`src/rtl/cfed_pkg.sv`:
```
package cfed_pkg;

  // ----------------------------------------------------------------
  // exception vectors and table offsets
  // ----------------------------------------------------------------
  localparam logic [7:0] VEC_NONE    = 8'h00;
  localparam logic [7:0] VEC_ACCESS  = 8'h02;
  localparam logic [7:0] VEC_ADDR    = 8'h03;
  localparam logic [7:0] VEC_ILLEGAL = 8'h04;
  localparam logic [7:0] VEC_DIVZ    = 8'h05;
  localparam logic [7:0] VEC_PRIV    = 8'h08;
  localparam logic [7:0] VEC_TRACE   = 8'h09;
  localparam logic [7:0] VEC_LINE_A  = 8'h0a;
  localparam logic [7:0] VEC_LINE_F  = 8'h0b;
  localparam logic [9:0] OFS_DIVZ    = 10'h014;

  // fault status field codes
  localparam logic [3:0] FS_NONE  = 4'h0;
  localparam logic [3:0] FS_FETCH = 4'h4;
  localparam logic [3:0] FS_WRITE = 4'h8;
  localparam logic [3:0] FS_READ  = 4'hc;

  // ----------------------------------------------------------------
  // opword and extension word layout
  // ----------------------------------------------------------------
  localparam int OPW_LINE_HI = 15;
  localparam int OPW_LINE_LO = 12;
  localparam int OPW_MODE_HI = 11;
  localparam int OPW_MODE_LO = 6;
  localparam int OPW_EA_HI   = 5;
  localparam int OPW_EA_LO   = 0;
  localparam logic [3:0] LINE_A = 4'ha;
  localparam logic [3:0] LINE_F = 4'hf;
  localparam int EXT_WL_BIT   = 11;
  localparam int EXT_SCALE_HI = 10;
  localparam int EXT_SCALE_LO = 9;
  localparam int EXT_FULL_BIT = 8;
  localparam logic [1:0] SCALE_EIGHT = 2'h3;
  localparam logic [1:0] WORDS_ONE   = 2'h1;
  localparam logic [1:0] WORDS_TWO   = 2'h2;
  localparam logic [1:0] WORDS_THREE = 2'h3;

  // ----------------------------------------------------------------
  // register map (byte addresses) and fields
  // ----------------------------------------------------------------
  localparam logic [3:0]  REG_CTRL  = 4'h0;
  localparam logic [3:0]  REG_STAT  = 4'h4;
  localparam logic [3:0]  REG_CNT   = 4'h8;
  localparam int          CTRL_UHA_BIT = 0;
  localparam logic        CTRL_UHA_RST = 1'b0;
  localparam int          STAT_FS_LO   = 8;
  localparam int          STAT_WR_BIT  = 12;
  localparam int          STAT_PF_BIT  = 13;
  localparam int          STAT_NOP_BIT = 14;
  localparam logic [15:0] CNT_RST      = 16'h0000;

  typedef enum logic [1:0] {
    CFED_RUN  = 2'b01,
    CFED_NOPW = 2'b10
  } cfed_state_t;

  // instruction at the execute stage, from pipeline and decoder
  typedef struct packed {
    logic [15:0] opword;
    logic [15:0] ext1;
    logic        has_ext1;
    logic        has_ext2;
    logic        op_defined;
    logic        is_mac;
    logic        uses_pf_word;
    logic        is_flow;
    logic        target_odd;
    logic        is_jsr;
    logic        is_rts;
    logic        has_index;
    logic        is_div;
    logic        divisor_zero;
    logic        super_only;
    logic        is_halt;
    logic        is_stop;
    logic        stop_sets_trace;
    logic        is_nop;
  } cfed_issue_t;

  typedef struct packed {
    logic [3:0] line;
    logic [5:0] mode;
    logic [5:0] ea;
    logic [1:0] words;
    logic       illegal;
    logic [7:0] ill_vec;
    logic       idx_bad;
  } cfed_decode_t;

  typedef struct packed {
    logic [7:0] vector;
    logic [9:0] offset;
    logic [3:0] fs;
    logic       pc_next;
    logic       keep_updates;
    logic       push_ret;
    logic       over_ret;
  } cfed_report_t;

  // vector table byte offset
  function automatic logic [9:0] cfed_vec_ofs(input logic [7:0] v);
    return {v, 2'b00};
  endfunction

endpackage

```
`src/rtl/cfed_fault_detect.sv`:
```
module cfed_fault_detect
  import cfed_pkg::*;
(
  input  wire logic        clk,
  input  wire logic        rst,
  // avalon-mm slave
  input  wire logic [3:0]  avs_address,
  input  wire logic        avs_read,
  input  wire logic        avs_write,
  input  wire logic [31:0] avs_writedata,
  output logic [31:0]      avs_readdata,
  output logic             avs_waitrequest,
  // pipeline and bus interface
  input  wire logic        iss_valid,
  input  cfed_issue_t      iss,
  input  wire logic        sr_trace,
  input  wire logic        sr_super,
  input  wire logic        pf_err,
  input  wire logic        pf_flush,
  input  wire logic        rd_err,
  input  wire logic        wr_err,
  input  wire logic        wr_busy,
  // exception report
  output logic             exc_valid_r,
  output cfed_report_t     exc_r,
  output logic             nop_stall_r
);

  cfed_decode_t dec;
  cfed_state_t  st_r;
  cfed_state_t  st_nxt;
  cfed_report_t rep_nxt;
  logic         take_nxt;
  logic         pf_pend_r;
  logic         wr_pend_r;
  logic         uha_r;
  logic [7:0]   last_vec_r;
  logic [3:0]   last_fs_r;
  logic [15:0]  cnt_r;
  logic         nop_hold;
  logic         pf_hit;
  logic         c_rd;
  logic         c_pf;
  logic         c_wr;
  logic         c_ill;
  logic         c_priv;
  logic         c_idx;
  logic         c_odd;
  logic         c_div;
  logic         c_trc;
  logic         acc_ok;

  // ----------------------------------------------------------------
  // opword decoder
  // ----------------------------------------------------------------
  cfed_opword_decode u_dec (
    .opword     (iss.opword),
    .ext1       (iss.ext1),
    .has_ext1   (iss.has_ext1),
    .has_ext2   (iss.has_ext2),
    .op_defined (iss.op_defined),
    .is_mac     (iss.is_mac),
    .has_index  (iss.has_index),
    .dec        (dec)
  );

  // ----------------------------------------------------------------
  // raw fault causes at the execute stage
  // ----------------------------------------------------------------
  // no-op holds while writes drain
  assign nop_hold = iss_valid && iss.is_nop && (wr_busy || wr_err);
  assign pf_hit   = iss.uses_pf_word && (pf_pend_r || pf_err);
  assign c_rd     = rd_err;
  assign c_pf     = iss_valid && !nop_hold && pf_hit;
  assign c_wr     = iss_valid && !nop_hold && wr_pend_r;
  assign c_ill    = iss_valid && !nop_hold && dec.illegal;
  assign c_priv   = iss_valid && !nop_hold && iss.super_only &&
                    !sr_super && !(iss.is_halt && uha_r);
  assign c_idx    = iss_valid && !nop_hold && dec.idx_bad;
  assign c_odd    = iss_valid && !nop_hold && iss.is_flow &&
                    iss.target_odd;
  assign c_div    = iss_valid && !nop_hold && iss.is_div &&
                    iss.divisor_zero;
  assign c_trc    = iss_valid && !nop_hold &&
                    (iss.is_stop ? iss.stop_sets_trace : sr_trace);

  // ----------------------------------------------------------------
  // priority select, one report per instruction
  // ----------------------------------------------------------------
  always_comb begin
    rep_nxt  = '0;
    take_nxt = 1'b1;
    if (c_rd) begin
      rep_nxt.vector       = VEC_ACCESS;
      rep_nxt.fs           = FS_READ;
      rep_nxt.keep_updates = 1'b1;
    end else if (c_pf) begin
      rep_nxt.vector = VEC_ACCESS;
      rep_nxt.fs     = FS_FETCH;
    end else if (c_wr) begin
      rep_nxt.vector       = VEC_ACCESS;
      rep_nxt.fs           = FS_WRITE;
      rep_nxt.keep_updates = 1'b1;
    end else if (c_ill) begin
      rep_nxt.vector = dec.ill_vec;
    end else if (c_priv) begin
      rep_nxt.vector = VEC_PRIV;
    end else if (c_idx) begin
      rep_nxt.vector = VEC_ADDR;
      rep_nxt.fs     = FS_READ;
    end else if (c_odd) begin
      rep_nxt.vector   = VEC_ADDR;
      rep_nxt.fs       = FS_FETCH;
      rep_nxt.push_ret = iss.is_jsr;
      rep_nxt.over_ret = iss.is_rts;
    end else if (c_div) begin
      rep_nxt.vector = VEC_DIVZ;
    end else if (c_trc) begin
      // trace only when nothing else taken
      rep_nxt.vector  = VEC_TRACE;
      rep_nxt.pc_next = 1'b1;
    end else begin
      take_nxt = 1'b0;
    end
    rep_nxt.offset = cfed_vec_ofs(rep_nxt.vector);
  end

  // report register
  always_ff @(posedge clk) begin
    if (rst) begin
      exc_valid_r <= 1'b0;
      exc_r       <= '0;
    end else begin
      exc_valid_r <= take_nxt;
      exc_r       <= take_nxt ? rep_nxt : '0;
    end
  end

  // ----------------------------------------------------------------
  // pending fetch and write errors
  // ----------------------------------------------------------------
  // hold until used; only the fetch error drops on flush
  always_ff @(posedge clk) begin
    if (rst) begin
      pf_pend_r <= 1'b0;
    end else begin
      pf_pend_r <= pf_err ||
                   (pf_pend_r && !pf_flush && !(c_pf && !c_rd));
    end
  end

  always_ff @(posedge clk) begin
    if (rst) begin
      wr_pend_r <= 1'b0;
    end else begin
      wr_pend_r <= wr_err || (wr_pend_r && !(c_wr && !c_rd));
    end
  end

  // ----------------------------------------------------------------
  // no-op drain state
  // ----------------------------------------------------------------
  always_comb begin
    case (st_r)
      CFED_RUN:  st_nxt = (nop_hold && !c_rd) ? CFED_NOPW : CFED_RUN;
      CFED_NOPW: st_nxt = (nop_hold && !c_rd) ? CFED_NOPW : CFED_RUN;
      default:   st_nxt = CFED_RUN;
    endcase
  end

  always_ff @(posedge clk) begin
    if (rst) begin
      st_r        <= CFED_RUN;
      nop_stall_r <= 1'b0;
    end else begin
      st_r        <= st_nxt;
      nop_stall_r <= (st_nxt == CFED_NOPW);
    end
  end

  // ----------------------------------------------------------------
  // observation registers
  // ----------------------------------------------------------------
  always_ff @(posedge clk) begin
    if (rst) begin
      last_vec_r <= VEC_NONE;
      last_fs_r  <= FS_NONE;
    end else if (take_nxt) begin
      last_vec_r <= rep_nxt.vector;
      last_fs_r  <= rep_nxt.fs;
    end
  end

  // exception counter, cleared by a write unless an exception is counted in that cycle
  always_ff @(posedge clk) begin
    if (rst) begin
      cnt_r <= CNT_RST;
    end else if (take_nxt) begin
      cnt_r <= cnt_r + 16'h0001;
    end else if (acc_ok && avs_write && avs_address == REG_CNT) begin
      cnt_r <= CNT_RST;
    end
  end

  // ----------------------------------------------------------------
  // avalon-mm slave, one wait cycle per access
  // ----------------------------------------------------------------
  assign acc_ok = !avs_waitrequest;

  always_ff @(posedge clk) begin
    if (rst) begin
      avs_waitrequest <= 1'b1;
    end else begin
      avs_waitrequest <= !((avs_read || avs_write) && avs_waitrequest);
    end
  end

  // read data stands at the sampling edge
  always_ff @(posedge clk) begin
    if (rst) begin
      avs_readdata <= 32'h0000_0000;
    end else if (avs_read && avs_waitrequest) begin
      case (avs_address)
        REG_CTRL: avs_readdata <= {31'h0000_0000, uha_r};
        REG_STAT: avs_readdata <= {17'h0_0000, nop_stall_r, pf_pend_r,
                                   wr_pend_r, last_fs_r, last_vec_r};
        REG_CNT:  avs_readdata <= {16'h0000, cnt_r};
        default:  avs_readdata <= 32'h0000_0000;
      endcase
    end
  end

  // control register
  always_ff @(posedge clk) begin
    if (rst) begin
      uha_r <= CTRL_UHA_RST;
    end else if (acc_ok && avs_write && avs_address == REG_CTRL) begin
      uha_r <= avs_writedata[CTRL_UHA_BIT];
    end
  end
endmodule // cfed_fault_detect

```
`src/rtl/cfed_opword_decode.sv`:
```
module cfed_opword_decode
  import cfed_pkg::*;
(
  input  wire logic [15:0] opword,
  input  wire logic [15:0] ext1,
  input  wire logic        has_ext1,
  input  wire logic        has_ext2,
  input  wire logic        op_defined,
  input  wire logic        is_mac,
  input  wire logic        has_index,
  output cfed_decode_t     dec
);

  // ----------------------------------------------------------------
  // opword fields, length and illegal classification
  // ----------------------------------------------------------------
  always_comb begin
    dec         = '0;
    dec.line    = opword[OPW_LINE_HI:OPW_LINE_LO];
    dec.mode    = opword[OPW_MODE_HI:OPW_MODE_LO];
    dec.ea      = opword[OPW_EA_HI:OPW_EA_LO];
    dec.words   = has_ext2 ? WORDS_THREE :
                  (has_ext1 ? WORDS_TWO : WORDS_ONE);
    dec.illegal = !op_defined;
    if (dec.line == LINE_A && !is_mac) begin
      dec.ill_vec = VEC_LINE_A;
    end else if (dec.line == LINE_F) begin
      dec.ill_vec = VEC_LINE_F;
    end else begin
      dec.ill_vec = VEC_ILLEGAL;
    end
    dec.idx_bad = has_index && (!ext1[EXT_WL_BIT] ||
                  ext1[EXT_SCALE_HI:EXT_SCALE_LO] == SCALE_EIGHT ||
                  ext1[EXT_FULL_BIT]);
  end

endmodule // cfed_opword_decode

```
`config.mk`:
```
export PLATFORM = sky130hd
export DESIGN_NAME = cfed_fault_detect
export DESIGN_NICKNAME = d
export VERILOG_FILES = /design/src/rtl/cfed_pkg.sv /design/src/rtl/cfed_fault_detect.sv /design/src/rtl/cfed_opword_decode.sv
export SDC_FILE = /design/constraint.sdc
export NUM_CORES = 1
export LEC_CHECK = 0
export BUFFER_PORTS_ARGS = -buffer_cell sky130_fd_sc_hd__buf_2
export CELL_PAD_IN_SITES_DETAIL_PLACEMENT = 0
export CELL_PAD_IN_SITES_GLOBAL_PLACEMENT = 1
export CORE_ASPECT_RATIO = 1.75
export CORE_MARGIN = 2
export CORE_UTILIZATION = 30
export DETAILED_ROUTE_END_ITERATION = 8
export GPL_ROUTABILITY_DRIVEN = 0
export PLACE_DENSITY_LB_ADDON = 0.1
export SYNTH_ARGS = -nofsm -noshare
export SYNTH_HDL_FRONTEND = slang
export SYNTH_SLANG_ARGS = --single-unit
```
`constraint.sdc`:
```
create_clock -name clk -period 2.1 [get_ports clk]
set_clock_uncertainty 0.05 [all_clocks]
set_input_delay 0.105 -clock clk [delete_from_list [all_inputs] [get_ports clk]]
set_output_delay 0.105 -clock clk [all_outputs]
set_load 0.005 [all_outputs]
```
==> results.md <==
* Max-capacitance violation count at 0
* Critical-path maximum fanout at 21
* RSZ-0062 raised after global routing: no
* Class of the most critical setup path: input port to register
* Iter 0 DRT Violations at 125
* Number of cell rows at 45
* Via count normalized by instance count at 4.757
* Final std cell area, no fill at 3284 µm²
* DR WL/cell at 14.57 µm
* Final period utilization at 0.9313
* Leakage at 0.001443 µW
* FF-to-FF End: cnt_r[14]
* Maximum VDD drop at 292.5 µV
* Count of warnings emitted by yosys at 0
* Startpoint type of the worst setup path: input port
* Placeable Area at 8671 µm²
* Critical path data required time at 2280 ps
* Number of optimization iterations in the first detailed-route pass at 4
* Worst relative slew slack at 0.6371
* Most used cells in the layout excluding fill and tap cells: sky130_fd_sc_hd__buf_2, sky130_fd_sc_hd__dfxtp_1, sky130_fd_sc_hd__nor2_1
* Category of the worst setup path capture point: register
* Setup TNS after final layout at 0 ps
* Total via count in the routed design at 2426
* Capture point of the critical path: cnt_r[2]
* Sequential cell area fraction in the yosys report at 0.4128
* Most frequent standard cell in the layout excluding fill and tap cells: sky130_fd_sc_hd__buf_2
* Synthesized cell area at 2668 µm²
* Critical R2R Launch: uha_r
* Most frequently used flop master after synthesis: sky130_fd_sc_hd__dfxtp_1
* CTS Root Buffer Type: sky130_fd_sc_hd__clkbuf_16
* Total cell area at the placement stage at 3054 µm²
* Overflow left after global routing at 0
* Number of library cell types mapped by synthesis at 52
* Antenna violations before repair at 0
* Vias in the first global route at 2317
* Number of antenna cells inserted at 0
* Remaining antenna violation count at 0
* Number of max-slew violations in the final report at 0
* Die Area at 9692 µm²
* Highest achievable clock rate at 511.3 MHz
* Transition time at the pin with the least slew margin at 543.2 ps
* Critical path startpoint: wr_err
* Share of flip-flops with an asynchronous set or reset after synthesis at 0
* Synth Area per Inst at 8.523 µm²
* Drc violations at 0
* Final #Nets at 490
* Fraction of layout instances using a drive strength above 1 at 0.2570
* Die X at 75.28 µm
* Maximum buffer depth of the clock tree at 2
* Number of enable flip-flop cells after synthesis at 0
* Clock slew at reported path FFs at 70 ps
* Hpwl dp at 5869 µm
* Pwr Density at 683.6 nW/µm²
* Number of storage elements in the synthesis netlist at 55
* Insertion delay of the later-clocked pin in the worst-skew pair at 300 ps
* Run status: finished, final reports clean
* Gate count of the mapped netlist at 313
* GRT Total Usage at 0.1593
* Vertical die dimension at 128.7 µm
* FF-to-FF path depth at 6
* Clock tree from TritonCTS: built
* Growth of design area from synthesis to finish at 23.12%
* Number of input and output port buffers inserted at 72
* Final Power at 2245 µW
* Worst reg-to-reg setup slack at 230 ps
* Clock net sink count at 55
* Finish-stage setup viols at 0
* Maximum number of pins on one net before global-route repair at 22
* Global-route wire length before repair at 11630 µm
* Number of primary I/O pins at 158
* Final period demand of the worst path at 1956 ps
* Starting utilization of the core area at 0.3076
* Final design utilization at 0.3788
* Hold Crit Class: input port to register
* Clock buffer count from CTS at 5
* CTS H-tree depth at 2
* Data arrival time of the critical path at 2130 ps
* Aggregate routed wire length at 7432 µm
* Hold violation total from the final report at 0
==> repair_timing <==
item	in CTS	in global routing
setup buffers	0	0
endpoints found under the setup margin	0	11
endpoints found under the hold margin	5	0
hold buffers	6	0
resized for setup	0	4
==> flip-flops by register name, indices dropped and copies added, names as in the netlist, 2 cells and up <==
register	flops
avs_readdata	16
cnt_r	16
exc_r	10
last_vec_r	4
last_fs_r	2
==> cell type report <==
| class | count | area, µm² |
|---|---|---|
| Timing Repair Buffer | 90 | 510.5 |
| Inverter | 8 | 32.53 |
| Sequential cell | 55 | 1101 |
| Clock inverter | 2 | 16.27 |
| Clock buffer | 6 | 138.9 |
| Tap cell | 117 | 146.4 |
| Multi-Input combinational cell | 232 | 1339 |
| Fill cell | 942 | 5386 |
==> how the worst min path moves through the flow <==
stage / start / end / slack (ps) / cells after the start
final: pf_err / pf_pend_r / 30 / 3
after detailed placement: iss[8] / exc_r[0] / 260 / 2
after global placement: iss[8] / exc_r[0] / 260 / 2
after CTS: pf_err / pf_pend_r / 30 / 3
after floorplan: rd_err / exc_r[10] / 140 / 1
after global routing: pf_err / pf_pend_r / 40 / 3
==> metrics by stage <==
step / worst slack, ps / cells / hold slack [ps]
6_report: 144.3 / 510 / 32.22
5_1_grt: 6.713 / 510 / 36.19
4_1_cts: 27.84 / 510 / 28.55
3_5_place_dp: 176.6 / 496 / 262.8
3_3_place_gp: 162.4 / 496 / 257.6
2_1_floorplan: 332.0 / 340 / 141.0
==> power by group <==
part	internal (µW)	switching [µW]	total, µW
Combinational	111	157	269
Clock	478	396	874
Sequential	1070	29.0	1100
Total	1660	583	2250
==> cells by family after synthesis <==
kind of cell | Yosys count | synth area share
simple gates | 103 | 0.1825
flops | 55 | 0.4128
mux | 3 | 0.01126
compound gates | 94 | 0.2495
fa+ha+maj | 1 | 0.004690
other cells | 1 | 0.001406
buf+inv | 53 | 0.1280
xor+xnor | 3 | 0.009852
==> worst max-delay path: stages <==
cell and delay [ps]:
sky130_fd_sc_hd__dlygate4sd3_1 530, sky130_fd_sc_hd__buf_2 130, sky130_fd_sc_hd__o21ai_1 190, sky130_fd_sc_hd__and2_1 230
sky130_fd_sc_hd__o31ai_4 120, sky130_fd_sc_hd__a21o_4 240, sky130_fd_sc_hd__inv_4 170, sky130_fd_sc_hd__or2b_1 240
sky130_fd_sc_hd__a31oi_1 160
==> metal layers <==
layer  routed length, µm  global-route usage  vias to the layer above  part of all wire
li1                    -                   -                     1200                 -
met1                2808              0.1762                     1135              0.38
met2                4177              0.2962                       80              0.56
met3                 284             0.02114                       11             0.038
met4                 161             0.05882                        0             0.022
met5                   0                   0                        -                 0
==> cell usage after synthesis, types with 7 or more instances <==
| library cell | n | area (µm²) |
|---|---|---|
| sky130_fd_sc_hd__a22oi_1 | 15 | 112.6 |
| sky130_fd_sc_hd__nand3_1 | 11 | 55.05 |
| sky130_fd_sc_hd__dfxtp_1 | 55 | 1101 |
| sky130_fd_sc_hd__a21oi_1 | 27 | 135.1 |
| sky130_fd_sc_hd__o21ai_0 | 12 | 60.06 |
| sky130_fd_sc_hd__buf_4 | 33 | 247.7 |
| sky130_fd_sc_hd__nor2_1 | 42 | 157.7 |
| sky130_fd_sc_hd__inv_1 | 7 | 26.28 |
| sky130_fd_sc_hd__a31oi_1 | 11 | 68.82 |
| sky130_fd_sc_hd__nand2_1 | 21 | 78.83 |
| sky130_fd_sc_hd__a21o_1 | 8 | 60.06 |
Power figures use the tool's default switching activity.
